**src/include/rpb_pkg.sv**
```systemverilog
// shared constants for the program patch branch unit
`default_nettype none
package rpb_pkg;
  // device register map on the processor data bus
  localparam logic [15:0] ADDR_SLOT0      = 16'hff38;
  localparam logic [15:0] ADDR_SLOT1      = 16'hff3a;
  localparam logic [15:0] ADDR_CONTROL    = 16'hff8a;
  localparam logic [15:0] ADDR_RST        = 16'h0000;
  localparam logic [7:0]  CONTROL_RST     = 8'h00;
  // patch_control field positions
  localparam int          HIT0_BIT        = 0;
  localparam int          EN0_BIT         = 1;
  localparam int          HIT1_BIT        = 2;
  localparam int          EN1_BIT         = 3;
  // fixed redirect target in expansion ram
  localparam logic [15:0] REDIRECT_TARGET = 16'hf7fd;
  // forbidden correction address window (vectors and call table)
  localparam logic [15:0] TABLE_LAST      = 16'h007f;
  // controller register map (axi4-lite byte offsets)
  localparam int          AXI_AW          = 8;
  localparam logic [7:0]  OFS_CMD         = 8'h00;
  localparam logic [7:0]  OFS_WDATA       = 8'h04;
  localparam logic [7:0]  OFS_STATUS      = 8'h08;
  localparam logic [7:0]  OFS_PC          = 8'h0c;
  localparam logic [7:0]  OFS_INT_ST      = 8'h10;
  localparam logic [7:0]  OFS_INT_MASK    = 8'h14;
  // command word fields
  localparam int          CMD_WRITE_BIT   = 16;
  localparam int          CMD_WORD_BIT    = 17;
  localparam int          CMD_FETCH_BIT   = 18;
  localparam int          CMD_BTC_BIT     = 19;
  localparam int          CMD_SEL_BIT     = 20;
  // status word fields
  localparam int          ST_BUSY_BIT     = 16;
  localparam int          ST_REDIR_BIT    = 17;
  localparam int          ST_TEST_BIT     = 18;
  // interrupt event bits
  localparam int          EV_DONE         = 0;
  localparam int          EV_REDIR        = 1;
  localparam int          EV_REFUSED      = 2;
  localparam int          EV_W            = 3;
  localparam logic [2:0]  INT_RST         = 3'h0;
endpackage
`default_nettype wire

```
**src/include/rpb_if.sv**
```systemverilog
// link between the patch unit and the processor side
`timescale 1ns/1ps
`default_nettype none
interface rpb_if;
  logic [15:0] mem_addr;        // data access address
  logic [15:0] mem_wdata;       // write data
  logic        mem_wr;          // write strobe
  logic        mem_rd;          // read strobe
  logic        mem_word;        // 16-bit access
  logic [15:0] mem_rdata;       // read data, one cycle after mem_rd
  logic [15:0] fetch_addr;      // opcode fetch address
  logic        fetch_valid;     // opcode fetch strobe
  logic        redirect_req;    // forced branch request
  logic [15:0] redirect_target; // forced branch target

  modport dev (
    input  mem_addr, mem_wdata, mem_wr, mem_rd, mem_word, fetch_addr, fetch_valid,
    output mem_rdata, redirect_req, redirect_target
  );
  modport ctl (
    output mem_addr, mem_wdata, mem_wr, mem_rd, mem_word, fetch_addr, fetch_valid,
    input  mem_rdata, redirect_req, redirect_target
  );
endinterface
`default_nettype wire

```
**src/hdl/rpb_ctl.sv**
```systemverilog
// processor-side controller: axi4-lite orders turned into patch unit accesses
// Operation
// - slot enable bit gates match detection
// - hit flag set on detected match
// - hit flags at bits 0,2, never software-set
// - compare fetch continuously, request and flag together
// - redirect forces flow to F7FDH
// - software places absolute branch at F7FDH
// - software loads code, addresses, then enables
// - judgment routine test-and-clears flags
// - correction address is an opcode start
// - change address only while slot disabled
// - avoid address right after enabling write
// - no address within 0000H to 007FH
// - no address N+1 or N+2 after flow-end
// - never load F7FDH as correction address
// - patch code only in expansion ram
// - 16-bit address slots, reset 0000H
// - control register, upper bits zero, reset 00H
//
// Design decisions made here: the register offsets and the AXI4-Lite slave port.
`timescale 1ns/1ps
`default_nettype none
module rpb_ctl (
  input  wire logic                      CLK,     // system clock
  input  wire logic                      RST,     // synchronous reset, active high
  input  wire logic [rpb_pkg::AXI_AW-1:0] AWADDR, // write address
  input  wire logic                      AWVALID, // write address valid
  output var  logic                      AWREADY, // write address ready
  input  wire logic [31:0]               WDATA,   // write data
  input  wire logic [3:0]                WSTRB,   // write strobes, full words only
  input  wire logic                      WVALID,  // write data valid
  output var  logic                      WREADY,  // write data ready
  output var  logic [1:0]                BRESP,   // write response, always okay
  output var  logic                      BVALID,  // write response valid
  input  wire logic                      BREADY,  // write response ready
  input  wire logic [rpb_pkg::AXI_AW-1:0] ARADDR, // read address
  input  wire logic                      ARVALID, // read address valid
  output var  logic                      ARREADY, // read address ready
  output var  logic [31:0]               RDATA,   // read data
  output var  logic [1:0]                RRESP,   // read response, always okay
  output var  logic                      RVALID,  // read data valid
  input  wire logic                      RREADY,  // read data ready
  output var  logic                      IRQ,     // level interrupt
  rpb_if.ctl                             bus      // patch unit side
);
  typedef enum logic [3:0] {
    ST_IDLE  = 4'b0001,
    ST_ISSUE = 4'b0010,
    ST_CAPT  = 4'b0100,
    ST_BTCW  = 4'b1000
  } rpb_ctl_st_t;

  typedef struct packed {
    rpb_ctl_st_t                st;
    logic                       awready;
    logic                       wready;
    logic                       bvalid;
    logic                       arready;
    logic                       rvalid;
    logic [31:0]                rdata;
    logic                       aw_got;
    logic                       w_got;
    logic [rpb_pkg::AXI_AW-1:0] aw_addr;
    logic [31:0]                w_data;
    logic [31:0]                cmd;
    logic [15:0]                wdat;
    logic [15:0]                rdat;
    logic [15:0]                pc;
    logic                       redir;
    logic                       test;
    logic [1:0]                 en_shadow;
    logic [rpb_pkg::EV_W-1:0]   int_st;
    logic [rpb_pkg::EV_W-1:0]   int_mask;
    logic                       irq;
    logic [15:0]                mem_addr;
    logic [15:0]                mem_wdata;
    logic                       mem_wr;
    logic                       mem_rd;
    logic                       mem_word;
    logic [15:0]                fetch_addr;
    logic                       fetch_valid;
  } rpb_ctl_state_t;

  rpb_ctl_state_t s_reg;
  rpb_ctl_state_t s_next;

  // a value that must never land in a correction slot
  function automatic logic addr_forbidden(input logic [15:0] a);
    addr_forbidden = (a <= rpb_pkg::TABLE_LAST) || (a == rpb_pkg::REDIRECT_TARGET);
  endfunction

  function automatic logic [31:0] read_reg(input logic [rpb_pkg::AXI_AW-1:0] a,
                                           input rpb_ctl_state_t s);
    read_reg = 32'h0000_0000;
    case (a)
      rpb_pkg::OFS_CMD:      read_reg = s.cmd;
      rpb_pkg::OFS_WDATA:    read_reg = {16'h0000, s.wdat};
      rpb_pkg::OFS_STATUS:   read_reg = {13'h0, s.test, s.redir, s.st != ST_IDLE, s.rdat};
      rpb_pkg::OFS_PC:       read_reg = {16'h0000, s.pc};
      rpb_pkg::OFS_INT_ST:   read_reg = {29'h0, s.int_st};
      rpb_pkg::OFS_INT_MASK: read_reg = {29'h0, s.int_mask};
      default:               read_reg = 32'h0000_0000;
    endcase
  endfunction

  logic [rpb_pkg::EV_W-1:0] ev;
  logic                     start;
  logic [15:0]              ctl_wr;

  always_comb begin
    s_next          = s_reg;
    ev              = '0;
    start           = 1'b0;
    ctl_wr          = 16'h0000;
    s_next.mem_wr   = 1'b0;
    s_next.mem_rd   = 1'b0;
    s_next.fetch_valid = 1'b0;

    // read channel
    if (s_reg.rvalid && RREADY) begin
      s_next.rvalid = 1'b0;
    end
    if (ARVALID && s_reg.arready) begin
      s_next.rdata  = read_reg(ARADDR, s_reg);
      s_next.rvalid = 1'b1;
    end
    s_next.arready = !s_next.rvalid;

    // write channel, address and data in either order
    if (s_reg.bvalid && BREADY) begin
      s_next.bvalid = 1'b0;
    end
    if (AWVALID && s_reg.awready) begin
      s_next.aw_got  = 1'b1;
      s_next.aw_addr = AWADDR;
    end
    if (WVALID && s_reg.wready) begin
      s_next.w_got  = 1'b1;
      s_next.w_data = WDATA;
    end
    if (s_next.aw_got && s_next.w_got && !s_reg.bvalid) begin
      s_next.aw_got = 1'b0;
      s_next.w_got  = 1'b0;
      s_next.bvalid = 1'b1;
      case (s_next.aw_addr)
        rpb_pkg::OFS_CMD: begin
          if (s_reg.st == ST_IDLE) begin
            s_next.cmd = s_next.w_data;
            start      = 1'b1;
          end else begin
            ev[rpb_pkg::EV_REFUSED] = 1'b1;
          end
        end
        rpb_pkg::OFS_WDATA:    s_next.wdat = s_next.w_data[15:0];
        rpb_pkg::OFS_INT_ST:   s_next.int_st = s_reg.int_st & ~s_next.w_data[rpb_pkg::EV_W-1:0];
        rpb_pkg::OFS_INT_MASK: s_next.int_mask = s_next.w_data[rpb_pkg::EV_W-1:0];
        default: ;
      endcase
    end
    s_next.awready = !s_next.aw_got && !s_next.bvalid;
    s_next.wready  = !s_next.w_got && !s_next.bvalid;

    // launch a patch unit access
    if (start) begin
      s_next.mem_addr   = s_next.cmd[15:0];
      s_next.mem_word   = s_next.cmd[rpb_pkg::CMD_WORD_BIT];
      s_next.fetch_addr = s_next.cmd[15:0];
      ctl_wr            = s_reg.wdat;
      ctl_wr[rpb_pkg::HIT0_BIT] = 1'b0;
      ctl_wr[rpb_pkg::HIT1_BIT] = 1'b0;
      if (s_next.cmd[rpb_pkg::CMD_FETCH_BIT]) begin
        // fetch of an opcode; patch code itself lives where software put it
        s_next.fetch_valid = 1'b1;
        s_next.st          = ST_ISSUE;
      end else if (s_next.cmd[rpb_pkg::CMD_BTC_BIT]) begin
        s_next.mem_addr = rpb_pkg::ADDR_CONTROL;
        s_next.mem_word = 1'b0;
        s_next.mem_rd   = 1'b1;
        s_next.st       = ST_ISSUE;
      end else if (s_next.cmd[rpb_pkg::CMD_WRITE_BIT]) begin
        if ((s_next.cmd[15:0] == rpb_pkg::ADDR_SLOT0 && (s_reg.en_shadow[0]
             || addr_forbidden(s_reg.wdat))) ||
            (s_next.cmd[15:0] == rpb_pkg::ADDR_SLOT1 && (s_reg.en_shadow[1]
             || addr_forbidden(s_reg.wdat)))) begin
          ev[rpb_pkg::EV_REFUSED] = 1'b1;
        end else begin
          s_next.mem_wr = 1'b1;
          s_next.st     = ST_ISSUE;
          if (s_next.cmd[15:0] == rpb_pkg::ADDR_CONTROL) begin
            s_next.mem_wdata = ctl_wr;
            s_next.en_shadow = {ctl_wr[rpb_pkg::EN1_BIT], ctl_wr[rpb_pkg::EN0_BIT]};
          end else begin
            s_next.mem_wdata = s_reg.wdat;
          end
        end
      end else begin
        s_next.mem_rd = 1'b1;
        s_next.st     = ST_ISSUE;
      end
    end

    case (s_reg.st)
      ST_IDLE: ;
      ST_ISSUE: begin
        // device answers one cycle after the strobe
        if (s_reg.cmd[rpb_pkg::CMD_WRITE_BIT] && !s_reg.cmd[rpb_pkg::CMD_FETCH_BIT]
            && !s_reg.cmd[rpb_pkg::CMD_BTC_BIT]) begin
          ev[rpb_pkg::EV_DONE] = 1'b1;
          s_next.st            = ST_IDLE;
        end else begin
          s_next.st = ST_CAPT;
        end
      end
      ST_CAPT: begin
        if (s_reg.cmd[rpb_pkg::CMD_FETCH_BIT]) begin
          s_next.redir = bus.redirect_req;
          // after a redirect the next fetch is the branch software placed there
          s_next.pc    = bus.redirect_req ? bus.redirect_target : s_reg.fetch_addr;
          ev[rpb_pkg::EV_REDIR] = bus.redirect_req;
          ev[rpb_pkg::EV_DONE]  = 1'b1;
          s_next.st             = ST_IDLE;
        end else if (s_reg.cmd[rpb_pkg::CMD_BTC_BIT]) begin
          s_next.rdat = bus.mem_rdata;
          s_next.test = s_reg.cmd[rpb_pkg::CMD_SEL_BIT] ? bus.mem_rdata[rpb_pkg::HIT1_BIT]
                                                        : bus.mem_rdata[rpb_pkg::HIT0_BIT];
          // write back with only the tested flag at zero; the other keeps its value
          s_next.mem_wdata = bus.mem_rdata;
          if (s_reg.cmd[rpb_pkg::CMD_SEL_BIT]) begin
            s_next.mem_wdata[rpb_pkg::HIT1_BIT] = 1'b0;
          end else begin
            s_next.mem_wdata[rpb_pkg::HIT0_BIT] = 1'b0;
          end
          s_next.mem_wr = 1'b1;
          s_next.st     = ST_BTCW;
        end else begin
          s_next.rdat          = bus.mem_rdata;
          ev[rpb_pkg::EV_DONE] = 1'b1;
          s_next.st            = ST_IDLE;
        end
      end
      ST_BTCW: begin
        ev[rpb_pkg::EV_DONE] = 1'b1;
        s_next.st            = ST_IDLE;
      end
      default: s_next.st = ST_IDLE;
    endcase

    // an event in the clearing cycle survives
    s_next.int_st = s_next.int_st | ev;
    s_next.irq    = |(s_next.int_st & s_next.int_mask);
  end

  always_ff @(posedge CLK) begin
    if (RST) begin
      s_reg          <= '0;
      s_reg.st       <= ST_IDLE;
      s_reg.awready  <= 1'b1;
      s_reg.wready   <= 1'b1;
      s_reg.arready  <= 1'b1;
      s_reg.int_st   <= rpb_pkg::INT_RST;
      s_reg.int_mask <= rpb_pkg::INT_RST;
    end else begin
      s_reg <= s_next;
    end
  end

  assign AWREADY         = s_reg.awready;
  assign WREADY          = s_reg.wready;
  assign BRESP           = 2'b00;
  assign BVALID          = s_reg.bvalid;
  assign ARREADY         = s_reg.arready;
  assign RDATA           = s_reg.rdata;
  assign RRESP           = 2'b00;
  assign RVALID          = s_reg.rvalid;
  assign IRQ             = s_reg.irq;
  assign bus.mem_addr    = s_reg.mem_addr;
  assign bus.mem_wdata   = s_reg.mem_wdata;
  assign bus.mem_wr      = s_reg.mem_wr;
  assign bus.mem_rd      = s_reg.mem_rd;
  assign bus.mem_word    = s_reg.mem_word;
  assign bus.fetch_addr  = s_reg.fetch_addr;
  assign bus.fetch_valid = s_reg.fetch_valid;
endmodule
`default_nettype wire

```
**src/flat_wrapper.sv**
```systemverilog
// flat-port wrapper written by rule: the top's interface ports become plain ports
module rpb_ctl_flat 
  (CLK, RST, AWADDR, AWVALID, AWREADY, WDATA, WSTRB, WVALID, WREADY, BRESP, BVALID, BREADY, ARADDR, ARVALID, ARREADY, RDATA, RRESP, RVALID, RREADY, IRQ, bus_mem_addr, bus_mem_wdata, bus_mem_wr, bus_mem_rd, bus_mem_word, bus_fetch_addr, bus_fetch_valid, bus_mem_rdata, bus_redirect_req, bus_redirect_target);
  rpb_if bus_i ();
  input  wire logic CLK;
  input  wire logic RST;
  input  wire logic [rpb_pkg::AXI_AW-1:0] AWADDR;
  input  wire logic AWVALID;
  output var  logic AWREADY;
  input  wire logic [31:0] WDATA;
  input  wire logic [3:0] WSTRB;
  input  wire logic WVALID;
  output var  logic WREADY;
  output var  logic [1:0] BRESP;
  output var  logic BVALID;
  input  wire logic BREADY;
  input  wire logic [rpb_pkg::AXI_AW-1:0] ARADDR;
  input  wire logic ARVALID;
  output var  logic ARREADY;
  output var  logic [31:0] RDATA;
  output var  logic [1:0] RRESP;
  output var  logic RVALID;
  input  wire logic RREADY;
  output var  logic IRQ;
  output wire logic [$bits(bus_i.mem_addr)-1:0] bus_mem_addr;
  output wire logic [$bits(bus_i.mem_wdata)-1:0] bus_mem_wdata;
  output wire logic [$bits(bus_i.mem_wr)-1:0] bus_mem_wr;
  output wire logic [$bits(bus_i.mem_rd)-1:0] bus_mem_rd;
  output wire logic [$bits(bus_i.mem_word)-1:0] bus_mem_word;
  output wire logic [$bits(bus_i.fetch_addr)-1:0] bus_fetch_addr;
  output wire logic [$bits(bus_i.fetch_valid)-1:0] bus_fetch_valid;
  input wire logic [$bits(bus_i.mem_rdata)-1:0] bus_mem_rdata;
  input wire logic [$bits(bus_i.redirect_req)-1:0] bus_redirect_req;
  input wire logic [$bits(bus_i.redirect_target)-1:0] bus_redirect_target;
  assign bus_mem_addr = bus_i.mem_addr;
  assign bus_mem_wdata = bus_i.mem_wdata;
  assign bus_mem_wr = bus_i.mem_wr;
  assign bus_mem_rd = bus_i.mem_rd;
  assign bus_mem_word = bus_i.mem_word;
  assign bus_fetch_addr = bus_i.fetch_addr;
  assign bus_fetch_valid = bus_i.fetch_valid;
  assign bus_i.mem_rdata = bus_mem_rdata;
  assign bus_i.redirect_req = bus_redirect_req;
  assign bus_i.redirect_target = bus_redirect_target;
  rpb_ctl u_core (.CLK(CLK), .RST(RST), .AWADDR(AWADDR), .AWVALID(AWVALID), .AWREADY(AWREADY), .WDATA(WDATA), .WSTRB(WSTRB), .WVALID(WVALID), .WREADY(WREADY), .BRESP(BRESP), .BVALID(BVALID), .BREADY(BREADY), .ARADDR(ARADDR), .ARVALID(ARVALID), .ARREADY(ARREADY), .RDATA(RDATA), .RRESP(RRESP), .RVALID(RVALID), .RREADY(RREADY), .IRQ(IRQ), .bus(bus_i));
endmodule
```
**config.mk**
```make
export PLATFORM = sky130hd
export DESIGN_NAME = rpb_ctl_flat
export DESIGN_NICKNAME = d
export VERILOG_FILES = /design/src/include/rpb_pkg.sv /design/src/include/rpb_if.sv /design/src/hdl/rpb_ctl.sv /design/src/flat_wrapper.sv
export SDC_FILE = /design/constraint.sdc
export NUM_CORES = 1
export LEC_CHECK = 0
export BUFFER_PORTS_ARGS = -buffer_cell sky130_fd_sc_hd__buf_2
export CAP_MARGIN = 20
export CELL_PAD_IN_SITES_DETAIL_PLACEMENT = 1
export CELL_PAD_IN_SITES_GLOBAL_PLACEMENT = 1
export CORE_ASPECT_RATIO = 0.8
export CORE_UTILIZATION = 35
export CTS_BUF_LIST = sky130_fd_sc_hd__clkbuf_4
export CTS_CLUSTER_SIZE = 12
export DETAILED_ROUTE_END_ITERATION = 8
export PLACE_DENSITY = 0.7
export SYNTH_ARGS = -nofsm -noshare
export SYNTH_HDL_FRONTEND = slang
export SYNTH_SLANG_ARGS = --single-unit
```
**constraint.sdc**
```tcl
create_clock -name CLK -period 6.9 [get_ports CLK]
set_input_delay 0.345 -clock CLK [delete_from_list [all_inputs] [get_ports CLK]]
set_output_delay 0.345 -clock CLK [all_outputs]
set_load 0.01 [all_outputs]
```
==> results.yml <==
timing:
  hold_viol: 0
  fin_crit_sh_pct: 52.7
  clock.fmax_mhz: 275
  tightestPinTransition_ns: 1.04
  grt_setup_unrepaired: "false"
  final.setup.tns_ns: 0
  drv_slew: 0
  skew_ns: 0.0591
  min_period_ns: 3.64
  relSlewSlack_pct: 28.7
  setup_viol: 0
floorplan:
  core_area_um2: 26700
  dieHeight_um: 151
  ios: 186
  num_rows: 53
  initial_utilization_pct: 36.2
  die-width_um: 188
  die_area_um2: 28300
power:
  p_per_area_nw_per_um2: 257
  power_uw: 2900
  ir_worst_vdd_v: 0.000125
  p_leak_uw: 0.00457
placed_design:
  place.gp.congestion: 0.810
  port_buffers: 177
  hpwl_mm: 21.0
drt:
  drc: 0
  num_vias: 8285
  wl_per_cell_um: 18.9
  drt_wl_total_mm: 30.1
  drtAntennaViolNets: 0
  dr.pass1.iters: 5
  drt_iter0_markers: 521
  routed_via_density: 5.21
final_layout:
  largest_register_ffs: 136
  area_growth_pct: 17.2
  layout-drive-gt1-share_pct: 24.3
  final_nets: 1298
setup_path:
  cp_cell_sequence: "nand2_1 > a2111oi_1 > o2111a_2 > o211ai_2 > and3_1 > or3_1 > o221a_2"
  critPathMaxFanout: 30
  cp-end-kind: "flip-flop"
  critPathSlowestCell: "o2111a_2"
  cp_slowest_stage_delay_ns: 0.76
  crit_type: "reg2reg"
  start_kind: "flip-flop"
  worstPathRequired_ns: 7.46
  cp.arrival_ns: 4.19
cts:
  cts_tree: "yes"
  post_cts_resized: 0
  clock_tree.buffer_depth: 3
  cts_max_level: 2
  path_clk_slew_ns: 0.07
  clkLatencyLatePin_ns: 0.70
  cts_root_buffer: "clkbuf_4"
  post_cts_buffers: 0
  cts_buffers: 59
  hold_buffers: 47
  clkSinkCount: 226
synth:
  synth_top_family_by_area: "compound AO/OA/AOI/OAI gates"
  ys_dominant_reg_cell: "dfxtp_1"
  ys_ff_latch: 226
  syn_area_per_cell_um2: 9.05
  yosysWarningCount: 0
  synth.distinct_cells: 65
  synth_fa_ha_area_share_pct: 0
  yosys.area.top_type: "dfxtp_1"
  synthDominantCellAreaShare_pct: 46.9
  syn_area_um2: 9650
  synth_xor_area_share_pct: 0
  synth_mux_area_share_pct: 6.18
  synthSimpleGateAreaFrac_pct: 15.4
  ys_seq_area_share_pct: 46.9
  synth-compound-area-share_pct: 21.7
  synth_enable_flop_cells: 0
  synthArstFlopShare_pct: 0
  synth_cells: 1067
  yosys-top-cells-area: "dfxtp_1 (47%), nor2_1 (7.0%), buf_4 (6.5%), mux2i_1 (5.6%), a211oi_1 (5.1%)"
grt:
  grt_use_total_pct: 21.0
  grt_start_max_net_pins: 112
  overflow: 0
  antenna_found_initial: 1
  grt_pass1_wl_mm: 46.6
  grt_pass1_vias: 8284
worst_hold_path:
  holdCritPathClass: "in2reg"
run:
  maxCapViolations: 0
run_status:
  status: "finished, final reports clean"
-- final cells by class --
class,count,area [µm²]
Multi-Input combinational cell,681,4220
Clock buffer,82,616
Fill cell,3191,15300
Timing Repair Buffer,234,1440
Tap cell,357,447
Antenna cell,1,2.50
Inverter,4,15.0
Sequential cell,226,4520
Clock inverter,6,50.0
-- power by group --
part	internal (µW)	switching, µW
sequential	1370	50.2
clock	570	525
combinational	149	237
-- layer usage --
| metal | vias to the layer above | track usage, % | part of all wire [%] |
|---|---|---|---|
| li1 | 4036 | - | - |
| met1 | 3944 | 30.5 | 50 |
| met2 | 260 | 31.3 | 42 |
| met3 | 45 | 4.36 | 6.1 |
| met4 | 0 | 5.57 | 1.6 |
| met5 | - | 0 | 0 |
-- cells in the mapped netlist, types with 4 or more instances --
cell type	n
nand2_1	65
nor2b_1	5
nor4_1	6
or3_1	4
nor2_1	181
o221a_2	6
nand4b_1	6
mux2i_1	54
a31oi_1	4
a22oi_1	35
and3_1	5
buf_1	9
mux2_2	5
a2bb2oi_1	12
a21oi_1	93
dfxtp_1	226
clkbuf_1	56
buf_4	84
nor4b_1	5
o21a_1	31
buf_2	9
o221a_1	8
a211oi_1	66
and2_1	6
nand4_1	4
inv_1	4
o21ai_0	6
nand3_1	5
a222oi_1	4
nand2b_1	8
nor3_1	11
-- critical path: cells and delay by family (launching register included) --
kind / cells / cell delay (ns)
AO/OA/AOI/OAI: 4 / 1.97
flip-flops: 1 / 0.42
AND/OR/NAND/NOR: 3 / 1.13
-- worst paths after layout --
check,startpoint,end,slack [ns],cells past startpoint
max,u_core.AWREADY,u_core.bus.mem_wdata[5],3.26,7
min,bus_redirect_target[13],u_core.s_reg[76],0.03,3
max reg2reg,u_core.AWREADY,u_core.bus.mem_wdata[5],3.26,7
min reg2reg,u_core.bus.mem_addr[2],u_core.bus.mem_addr[2],0.45,2
-- cell families (layout without fill, tap and decap cells) --
family	after synthesis	in the layout
compound gates	292	292
buf+inv	163	326
other cells	1	5
mux	59	59
simple gates	326	326
flops	226	226
-- per-stage QoR --
stage	utilization (%)	instance area, µm²	worst slack (ns)	std cells	hold WS, ns
after floorplan	-	9670	4.38	1070	0.432
after global placement	38.2	10200	3.19	1455	0.439
after detailed placement	38.2	10200	3.16	1455	0.447
after CTS	42.4	11300	3.21	1590	0.00446
after global routing	42.4	11300	3.07	1591	0.0295
final	42.4	11300	3.26	1591	0.0327
-- cell usage in the layout, fill, tap and decap left out, drive strengths merged, types with 3 or more instances in the layout --
| master | synthesis | final |
|---|---|---|
| o21a | 31 | 31 |
| nor2 | 181 | 181 |
| a22oi | 35 | 35 |
| mux2 | 5 | 5 |
| nor4 | 8 | 8 |
| a2111oi | 5 | 5 |
| clkinv | 0 | 4 |
| inv | 4 | 5 |
| conb | 1 | 4 |
| or4 | 3 | 3 |
| nand2 | 65 | 65 |
| a211oi | 67 | 67 |
| nor4b | 5 | 5 |
| buf | 103 | 187 |
| nor2b | 5 | 5 |
| nand4b | 6 | 6 |
| and2 | 6 | 6 |
| a222oi | 4 | 4 |
| a2bb2oi | 12 | 12 |
| a31oi | 4 | 4 |
| nor3 | 11 | 11 |
| and3 | 5 | 5 |
| nand4 | 4 | 4 |
| mux2i | 54 | 54 |
| or3 | 4 | 4 |
| a21oi | 93 | 93 |
| dfxtp | 226 | 226 |
| clkbuf | 56 | 82 |
| dlygate4sd3 | 0 | 47 |
| o221a | 14 | 14 |
| nand3 | 5 | 5 |
| o21ai | 6 | 6 |
| nand2b | 8 | 8 |
No activity file was read; power rests on OpenSTA's default activity.
